[config.mk]
export PLATFORM = sky130hd
export DESIGN_NAME = sild_top
export DESIGN_NICKNAME = d
export VERILOG_FILES = /design/src/inc/sild_pkg.sv /design/src/logic/sild_top.sv
export VERILOG_INCLUDE_DIRS = /design/src /design/src/inc
export SDC_FILE = /design/constraint.sdc
export NUM_CORES = 1
export LEC_CHECK = 0
export ABC_AREA = 1
export BUFFER_PORTS_ARGS = -buffer_cell sky130_fd_sc_hd__buf_2
export CAP_MARGIN = 20
export CORE_ASPECT_RATIO = 2
export CORE_MARGIN = 4
export CORE_UTILIZATION = 40
export DETAILED_ROUTE_END_ITERATION = 8
export HOLD_SLACK_MARGIN = 0.15
export SLEW_MARGIN = 15
export SYNTH_ARGS = -nofsm -noshare
export SYNTH_HDL_FRONTEND = slang
export SYNTH_SLANG_ARGS = --single-unit
[constraint.sdc]
create_clock -name clk -period 2.2 [get_ports clk]
set_input_delay 0 -clock clk [delete_from_list [all_inputs] [get_ports clk]]
set_output_delay 0 -clock clk [all_outputs]
set_load 0.05 [all_outputs]
[src/inc/sild_params.svh]
// Offsets, field positions, reset values and timing counts for the shutdown detector
`ifndef SILD_PARAMS_SVH
`define SILD_PARAMS_SVH
`define SILD_ADDR_MODE 4'h0
`define SILD_ADDR_STAT 4'h4
`define SILD_ADDR_MASK 4'h8
`define SILD_ADDR_IEN 4'hc
`define SILD_P1_LO 2
`define SILD_P2_LO 4
`define SILD_P3_LO 6
`define SILD_MODE_RST 8'h00
`define SILD_LOW_RUN 16
`define SILD_DIV8 8
`define SILD_DIV16 16
`define SILD_DIV128 128
`endif

[src/inc/sild_pkg.sv]
// Types for the shutdown input level detector
package sild_pkg;
  typedef logic [1:0] sild_mode_t;
  typedef struct packed {
    logic shutdown_req_pin3;
    logic shutdown_req_pin2;
    logic shutdown_req_pin1;
  } sild_pins_s;
  typedef enum logic [1:0] {SILD_IDLE, SILD_RESP} sild_bus_e;
endpackage

[src/logic/sild_top.sv]
// Shutdown request pin qualifier with AXI4-Lite registers
`include "sild_params.svh"
module sild_top
  import sild_pkg::*;
#(
  parameter int RUN_LEN = `SILD_LOW_RUN
) (
  input wire logic clk,
  input wire logic rst,
  input wire sild_pins_s pins,
  input wire logic [3:0] s_axi_awaddr,
  input wire logic s_axi_awvalid,
  output logic s_axi_awready,
  input wire logic [31:0] s_axi_wdata,
  input wire logic [3:0] s_axi_wstrb,
  input wire logic s_axi_wvalid,
  output logic s_axi_wready,
  output logic [1:0] s_axi_bresp,
  output logic s_axi_bvalid,
  input wire logic s_axi_bready,
  input wire logic [3:0] s_axi_araddr,
  input wire logic s_axi_arvalid,
  output logic s_axi_arready,
  output logic [31:0] s_axi_rdata,
  output logic [1:0] s_axi_rresp,
  output logic s_axi_rvalid,
  input wire logic s_axi_rready,
  output logic irq,
  output logic [2:0] accept
);
  initial begin
    if (RUN_LEN < 2 || RUN_LEN > 255) $error("RUN_LEN out of range");
  end

  logic [7:0] mode_reg;
  logic [2:0] stat;
  logic [2:0] mask;
  logic ien;
  logic [6:0] div_cnt;
  logic en8, en16, en128;
  logic [2:0] sync1, sync2, prev;
  logic [2:0] hit;
  logic [7:0] run [3];
  logic aw_got, w_got;
  logic [3:0] aw_q;
  logic [31:0] w_q;
  logic [3:0] wstrb_q;
  logic wr_fire;

  // Free divider; all three rates share one counter
  always_ff @(posedge clk) begin
    if (rst) begin
      div_cnt <= 7'h00;
      en8 <= 1'b0;
      en16 <= 1'b0;
      en128 <= 1'b0;
    end else begin
      div_cnt <= div_cnt + 7'h01;
      en8 <= (div_cnt[2:0] == 3'h7);
      en16 <= (div_cnt[3:0] == 4'hf);
      en128 <= (div_cnt == 7'h7f);
    end
  end

  // Two flops before any pin logic
  always_ff @(posedge clk) begin
    if (rst) begin
      sync1 <= 3'h7;
      sync2 <= 3'h7;
      prev <= 3'h7;
    end else begin
      sync1 <= {pins.shutdown_req_pin3, pins.shutdown_req_pin2, pins.shutdown_req_pin1};
      sync2 <= sync1;
      prev <= sync2;
    end
  end

  genvar g;
  generate
    for (g = 0; g < 3; g++) begin : g_pin
      sild_mode_t m;
      logic smp;
      assign m = mode_reg[2*g+2 +: 2];
      always_comb begin
        case (m)
          2'b01: smp = en8;
          2'b10: smp = en16;
          2'b11: smp = en128;
          default: smp = 1'b0;
        endcase
      end
      always_ff @(posedge clk) begin
        if (rst) begin
          run[g] <= 8'h00;
          hit[g] <= 1'b0;
        end else begin
          hit[g] <= 1'b0;
          if (m == 2'b00) begin
            run[g] <= 8'h00;
            hit[g] <= prev[g] & ~sync2[g];
          end else if (smp) begin
            if (sync2[g]) begin
              run[g] <= 8'h00;
            end else if (run[g] == 8'(RUN_LEN - 1)) begin
              run[g] <= 8'h00;
              hit[g] <= 1'b1;
            end else begin
              run[g] <= run[g] + 8'h01;
            end
          end
        end
      end
    end
  endgenerate

  assign wr_fire = aw_got && w_got && !s_axi_bvalid;

  // Write channel; address and data in either order
  always_ff @(posedge clk) begin
    if (rst) begin
      aw_got <= 1'b0;
      w_got <= 1'b0;
      aw_q <= 4'h0;
      w_q <= 32'h0000_0000;
      wstrb_q <= 4'h0;
      s_axi_awready <= 1'b0;
      s_axi_wready <= 1'b0;
      s_axi_bvalid <= 1'b0;
      s_axi_bresp <= 2'h0;
    end else begin
      s_axi_awready <= !aw_got && !s_axi_awready && !s_axi_bvalid;
      s_axi_wready <= !w_got && !s_axi_wready && !s_axi_bvalid;
      if (s_axi_awvalid && s_axi_awready) begin
        aw_got <= 1'b1;
        aw_q <= s_axi_awaddr;
        s_axi_awready <= 1'b0;
      end
      if (s_axi_wvalid && s_axi_wready) begin
        w_got <= 1'b1;
        w_q <= s_axi_wdata;
        wstrb_q <= s_axi_wstrb;
        s_axi_wready <= 1'b0;
      end
      if (wr_fire) begin
        aw_got <= 1'b0;
        w_got <= 1'b0;
        s_axi_bvalid <= 1'b1;
        s_axi_bresp <= (aw_q[1:0] == 2'h0 && aw_q <= `SILD_ADDR_IEN) ? 2'h0 : 2'h2;
      end else if (s_axi_bvalid && s_axi_bready) begin
        s_axi_bvalid <= 1'b0;
      end
    end
  end

  always_ff @(posedge clk) begin
    if (rst) begin
      mode_reg <= `SILD_MODE_RST;
      mask <= 3'h0;
      ien <= 1'b0;
    end else if (wr_fire && wstrb_q[0]) begin
      case (aw_q)
        `SILD_ADDR_MODE: mode_reg <= {w_q[7:2], 2'b00};
        `SILD_ADDR_MASK: mask <= w_q[2:0];
        `SILD_ADDR_IEN: ien <= w_q[0];
        default: ;
      endcase
    end
  end

  // Sticky status; a new hit beats the clear
  always_ff @(posedge clk) begin
    if (rst) begin
      stat <= 3'h0;
    end else if (wr_fire && wstrb_q[0] && aw_q == `SILD_ADDR_STAT) begin
      stat <= (stat & ~w_q[2:0]) | hit;
    end else begin
      stat <= stat | hit;
    end
  end

  always_ff @(posedge clk) begin
    if (rst) begin
      irq <= 1'b0;
      accept <= 3'h0;
    end else begin
      irq <= ien && |(stat & mask);
      accept <= hit;
    end
  end

  // Read channel; one outstanding read
  always_ff @(posedge clk) begin
    if (rst) begin
      s_axi_arready <= 1'b0;
      s_axi_rvalid <= 1'b0;
      s_axi_rdata <= 32'h0000_0000;
      s_axi_rresp <= 2'h0;
    end else begin
      s_axi_arready <= !s_axi_rvalid && !s_axi_arready;
      if (s_axi_arvalid && s_axi_arready) begin
        s_axi_arready <= 1'b0;
        s_axi_rvalid <= 1'b1;
        s_axi_rresp <= 2'h0;
        case (s_axi_araddr)
          `SILD_ADDR_MODE: s_axi_rdata <= {24'h000000, mode_reg};
          `SILD_ADDR_STAT: s_axi_rdata <= {29'h0, stat};
          `SILD_ADDR_MASK: s_axi_rdata <= {29'h0, mask};
          `SILD_ADDR_IEN: s_axi_rdata <= {31'h0, ien};
          default: begin
            s_axi_rdata <= 32'h0000_0000;
            s_axi_rresp <= 2'h2;
          end
        endcase
      end else if (s_axi_rvalid && s_axi_rready) begin
        s_axi_rvalid <= 1'b0;
      end
    end
  end
endmodule

==> flow_summary.ini, run 1 <==
[detailed_routing]
ant_nets = 0
wire_per_inst_um = 11.1
firstDrtPassIters = 4
drc = 0
vias_per_cell = 4.58
drt-total-wl_um = 7960
vias = 3275
drt-initial-drc-count = 90

[clock_tree]
cts_buffers = 9
cts-htree-levels = 3
cts_setup_buffers = 0
clk_path_buf_depth = 2
tritoncts = done
clock-root-buffer = clkbuf_16
clk_pin_slew_worst_paths_ns = 0.06
cts_sinks = 93
clk_latency_ns = 0.34

[timing]
setup_tns_ns = 0
drv_slew = 0
max_freq_mhz = 482
fin_crit_ns = 2.07
post-route-period-util = 0.943
whs_ns = 0.172
skew_ns = 0.00704
rsz0062_at_grt = false
hold_viol = 0
finalSetupViolCount = 0

[worst_setup_path]
startpoint = s_axi_araddr[2]
r2r_end = aw_q[2]
critPathCapture = s_axi_rdata[1]
critPathLaunchType = primary input
r2r_cells = 5
cp-end-kind = register
critPathKind = in -> reg
cp.arrival_ns = 2.35
crit_required_ns = 2.47
cp_max_fo = 5
r2r-start = s_axi_awready
worst-r2r-setup-slack_ns = 0.25

[die]
coreArea_um2 = 10100
die_h_um = 152
die_w_um = 79.8
fp-row-count = 52
die_area_um2 = 12100
ios = 99
initial_core_util = 0.409

[logic_synthesis]
yosys.cell_types.count = 37
yosys.area.top_type = dfxtp_1
syn_avg_cell_area_um2 = 8.42
synth_edf_count = 24
syn_area_um2 = 4130
yosysSeqAreaShare = 0.509
synth_top_area_frac = 0.335
syn_inst = 490
ys_ff_latch = 93
yosys_most_used_dff = dfxtp_1
yosysWarnings = 0
ys_async_sr_fraction = 0
synth_area_leaders = dfxtp_1, edfxtp_1, nand2_1

[final_layout]
top_regs = run (24), s_axi_rdata (8), w_q (8)
antenna_cells = 0
final_nets = 634
drive_above_1_share = 0.171
final_core_util = 0.501
largest_register = run
syn2layout_area_growth_pct = 22.3
fill_cells = 981
largest_reg_flops = 24

[grt]
antenna_found_initial = 0
grt_pass1_vias = 3181
grt.overflow.total = 0
grt_max_degree = 41
globalRouteTotalUtil = 0.145
grt_pass1_wl_um = 14000

[run_status]
status = complete, no violations

[pwr]
total_power_mw = 3.66
ir_worst_vdd_mv = 0.537
p_leak_nw = 2.15
power.density_nw_per_um2 = 726

[placement]
dp_hpwl_um = 5890
gp_congestion = 0.753
portBuffers = 45

[run]
cap_viol_max_count = 0

[min_path]
hold_class = in -> reg
[repair_timing]
item                                    4_1_cts  5_1_grt
endpoints found under the setup margin        0        2
gates resized for setup                       0        1
endpoints found under the hold margin        29        0
hold buffers                                 36        0
[worst min path at each step]
| stage | from | end | slack, ns | cells past startpoint |
|---|---|---|---|---|
| floorplan | pins[0] | sync1[0] | 0.10 | 1 |
| global placement | pins[0] | sync1[0] | 0.19 | 2 |
| detailed placement | pins[0] | sync1[0] | 0.19 | 2 |
| CTS | s_axi_wvalid | w_q[5] | 0.16 | 4 |
| global route | s_axi_wvalid | wstrb_q[0] | 0.20 | 4 |
| finish | s_axi_wvalid | w_q[5] | 0.17 | 4 |
[report_power, final]
part / internal [mW] / switching (mW)
clock network: 0.833 / 0.628
registers: 1.80 / 0.0354
logic: 0.110 / 0.260
[cell usage after synthesis, drive strengths merged (5+ instances only)]
cell type / instances
nand4: 9
buf: 32
xnor2: 6
edfxtp: 24
nand2: 75
xor2: 5
nor2: 88
nor3: 6
dfxtp: 69
inv: 49
o21ai: 28
ha: 5
nand3: 42
a21oi: 30
or2: 7
[cells in the final DEF (no fill, tap or decap), types with 2 or more instances in the layout]
cell / count
a21oi_1: 29
buf_2: 45
clkbuf_16: 10
clkinv_2: 2
conb_1: 26
dfxtp_1: 69
dlygate4sd3_1: 36
edfxtp_1: 24
ha_1: 5
inv_1: 45
inv_2: 3
inv_4: 2
nand2_1: 73
nand2_2: 2
nand3_1: 38
nand3_2: 4
nand4_1: 8
nor2_1: 72
nor2_2: 13
nor2_4: 2
nor3_1: 5
nor4_1: 2
o21a_1: 2
o21ai_0: 28
o21bai_1: 3
or2_2: 7
xnor2_1: 6
xor2_1: 5
[logic make-up (layout without fill, tap and decap cells)]
kind of cell    Yosys count  count (layout)  share of synthesized area
compound gates           64              64                     0.0821
simple gates            232             232                      0.267
flops                    93              93                      0.509
other cells               1              26                   0.000908
fa+ha+maj                 5               5                     0.0152
buf+inv                  84             149                      0.102
xor+xnor                 11              11                     0.0233
[layer usage]
layer	GRT usage	share of wire
met4	0.0668	0.020
met1	0.152	0.39
met3	0.0320	0.040
met2	0.270	0.55
met5	0	0
[critical path: stages]
cell	delay [ns]
dlygate4sd3_1	0.52
buf_2	0.18
inv_1	0.07
nor2_2	0.13
nand3_1	0.09
dlygate4sd3_1	0.57
nand2_1	0.06
dlygate4sd3_1	0.54
nand2_1	0.06
a21oi_1	0.12
[metrics by stage]
step / std cells / cell area (um^2) / setup WS (ns)
global route: 715 / 5050 / 0.0439
global placement: 663 / 4400 / 0.409
floorplan: 515 / 4220 / 0.549
finish: 715 / 5050 / 0.126
CTS: 715 / 5050 / 0.0718
detailed placement: 663 / 4400 / 0.382
[layout make-up]
cell class,count,area [um^2],share of cell area
timing repair buffer,83,604,0.120
inverter,50,190,0.0377
tap,135,169,0.0334
clock inverter,5,32.5,0.00644
multi-input combinational,338,1700,0.336
sequential,93,2100,0.416
clock buffer,11,254,0.0503
No activity file was read; power rests on OpenSTA's default activity.
==> run 2, diff against run 1 <==
--- a/config.mk
+++ b/config.mk
@@ -7,13 +7,15 @@
 export NUM_CORES = 1
 export LEC_CHECK = 0
 export ABC_AREA = 1
+export ABC_CLOCK_PERIOD_IN_PS = 2200
 export BUFFER_PORTS_ARGS = -buffer_cell sky130_fd_sc_hd__buf_2
 export CAP_MARGIN = 20
 export CORE_ASPECT_RATIO = 2
 export CORE_MARGIN = 4
-export CORE_UTILIZATION = 40
+export CORE_UTILIZATION = 53
 export DETAILED_ROUTE_END_ITERATION = 8
 export HOLD_SLACK_MARGIN = 0.15
+export PLACE_DENSITY = 0.79
 export SLEW_MARGIN = 15
 export SYNTH_ARGS = -nofsm -noshare
 export SYNTH_HDL_FRONTEND = slang
==> run 2 against run 1 <==
Effect of this change: non-clock buffer count up 9; routed wire length up 5.8%; critical path depth down 3; clock power up 12%; final area up 1.5%; sequential power about the same.
==> flow_summary.ini, run 2 (synthesis results as in run 1) <==
[run_status]
status = complete, no violations

[final_layout]
final_cell_mix = nand2_1, nor2_1, dfxtp_1
final_core_util = 0.675
final_common_cell = nand2_1
syn2layout_area_growth_pct = 24.2
fill_cells = 582
top_regs = run (24), s_axi_rdata (8), w_q (8)
seq_area_um2 = 2100
largest_register = run
largest_reg_flops = 24
design_area_um2 = 5130
final_nets = 643
antenna_cells = 0
drive_above_1_share = 0.168
multiInputGateArea_um2 = 1700

[worst_setup_path]
cp.depth = 7
cp_cell_sequence = dlygate4sd3_1 -> buf_2 -> inv_2 -> o21ai_0 -> dlygate4sd3_1 -> a21oi_1 -> dlygate4sd3_1
crit_slowest_cell = dlygate4sd3_1
cp_max_fo = 26
crit_buf_inv = 5
crit_required_ns = 2.49
crit_family = buffers and inverters
cpPeakStageDelay_ns = 0.58
cp.arrival_ns = 2.36
worst-r2r-setup-slack_ns = 0.22
critPathCapture = aw_q[2]
r2r_cells = 5
cp_common_cell = dlygate4sd3_1
cp-end-kind = register
r2r-start = s_axi_awready
critPathKind = in -> reg
startpoint = rst
critPathLaunchType = primary input
r2r_end = aw_q[3]

[grt]
globalRouteTotalUtil = 0.189
grtUsageMet1 = 0.184
antenna_found_initial = 0
grt.met2_usage = 0.347
busiest_layer = met2
grt_pass1_wl_um = 14200
grt.overflow.total = 0
met3_usage = 0.0411
grt_pass1_vias = 3354
grt_max_degree = 31

[die]
die_area_um2 = 9350
die_w_um = 70.4
fp-row-count = 45
die_h_um = 133
initial_core_util = 0.543
ios = 99
coreArea_um2 = 7600

[min_path]
min_from = s_axi_araddr[3]
hold_class = in -> reg

[timing]
post-route-period-util = 0.942
max_freq_mhz = 483
hold_viol = 0
setup_tns_ns = 0
drv_slew = 0
finalSetupViolCount = 0
rsz0062_at_grt = false
fin_crit_ns = 2.07
skew_ns = 0.00696

[detailed_routing]
drt-total-wl_um = 8420
drt-initial-drc-count = 136
wire_per_inst_um = 12.3
ant_nets = 0
drc = 0
vias = 3423
firstDrtPassIters = 4
vias_per_cell = 5.01

[clock_tree]
cts-resized-gates = 0
tritoncts = done
cts_buffers = 9
cts_sinks = 93
clk_latency_ns = 0.34
cts-htree-levels = 3
clk_pin_slew_worst_paths_ns = 0.06
clk_path_buf_depth = 2
clock-root-buffer = clkbuf_16

[run]
cap_viol_max_count = 0

[placement]
postPlaceCellArea_um2 = 4350
gp_congestion = 0.798
dp_hpwl_um = 5700
portBuffers = 45

[pwr]
ir_worst_vdd_mv = 0.788
power.density_nw_per_um2 = 754
p_leak_nw = 2.20
==> run 2: worst min-delay path by stage <==
stage	end	slack, ns	cells past startpoint
floorplan	sync1[0]	0.10	1
global placement	sync1[0]	0.18	2
detailed placement	sync1[0]	0.19	2
CTS	s_axi_rdata[1]	0.16	6
global route	s_axi_rdata[1]	0.22	7
finish	s_axi_rdata[1]	0.18	6
==> run 2: layout make-up <==
class                   instances  area share
flip-flops and latches         93       0.410
multi-input cells             338       0.331
repair buffers                 92       0.135
clock buffers                  12      0.0544
inverters                      50      0.0371
well taps                      94      0.0229
clock inverters                 4     0.00976
==> run 2: tightest hold or removal path: cells and delay by family <==
family	cells	cell delay, ns
simple gates	4	0.24
buf+inv	1	0.16
compound gates	1	0.06
==> run 2: per-layer routing <==
layer  routed length, um  up-vias  share of wire
met5                   0        -              0
met4                 370        0          0.044
met3                 374       30          0.044
met2                4600      103           0.55
met1                3080     1559           0.37
li1                    -     1731              -
==> run 2: report_power, final <==
part / switching (mW) / leakage (nW) / total, mW / internal (mW)
Sequential: 0.0383 / 0.859 / 1.84 / 1.80
Combinational: 0.270 / 1.18 / 0.395 / 0.125
Clock: 0.618 / 0.163 / 1.64 / 1.02
Total: 0.927 / 2.20 / 3.87 / 2.94
==> run 2: per-stage QoR <==
stage | hold slack [ns] | setup slack, ns | power, mW | std cells
2_1_floorplan | 0.104 | 0.549 | 2.16 | 515
3_3_place_gp | 0.183 | 0.443 | 2.18 | 622
3_5_place_dp | 0.189 | 0.393 | 2.19 | 622
4_1_cts | 0.156 | 0.180 | 3.89 | 683
5_1_grt | 0.217 | 0.0141 | 4.00 | 683
6_report | 0.180 | 0.128 | 3.87 | 683
==> run 2: what timing repair did <==
action                                  CTS  global route
endpoints found under the setup margin    0             0
setup buffers                             0             0
hold buffers                             45             0
hold endpoints to repair                 37             0
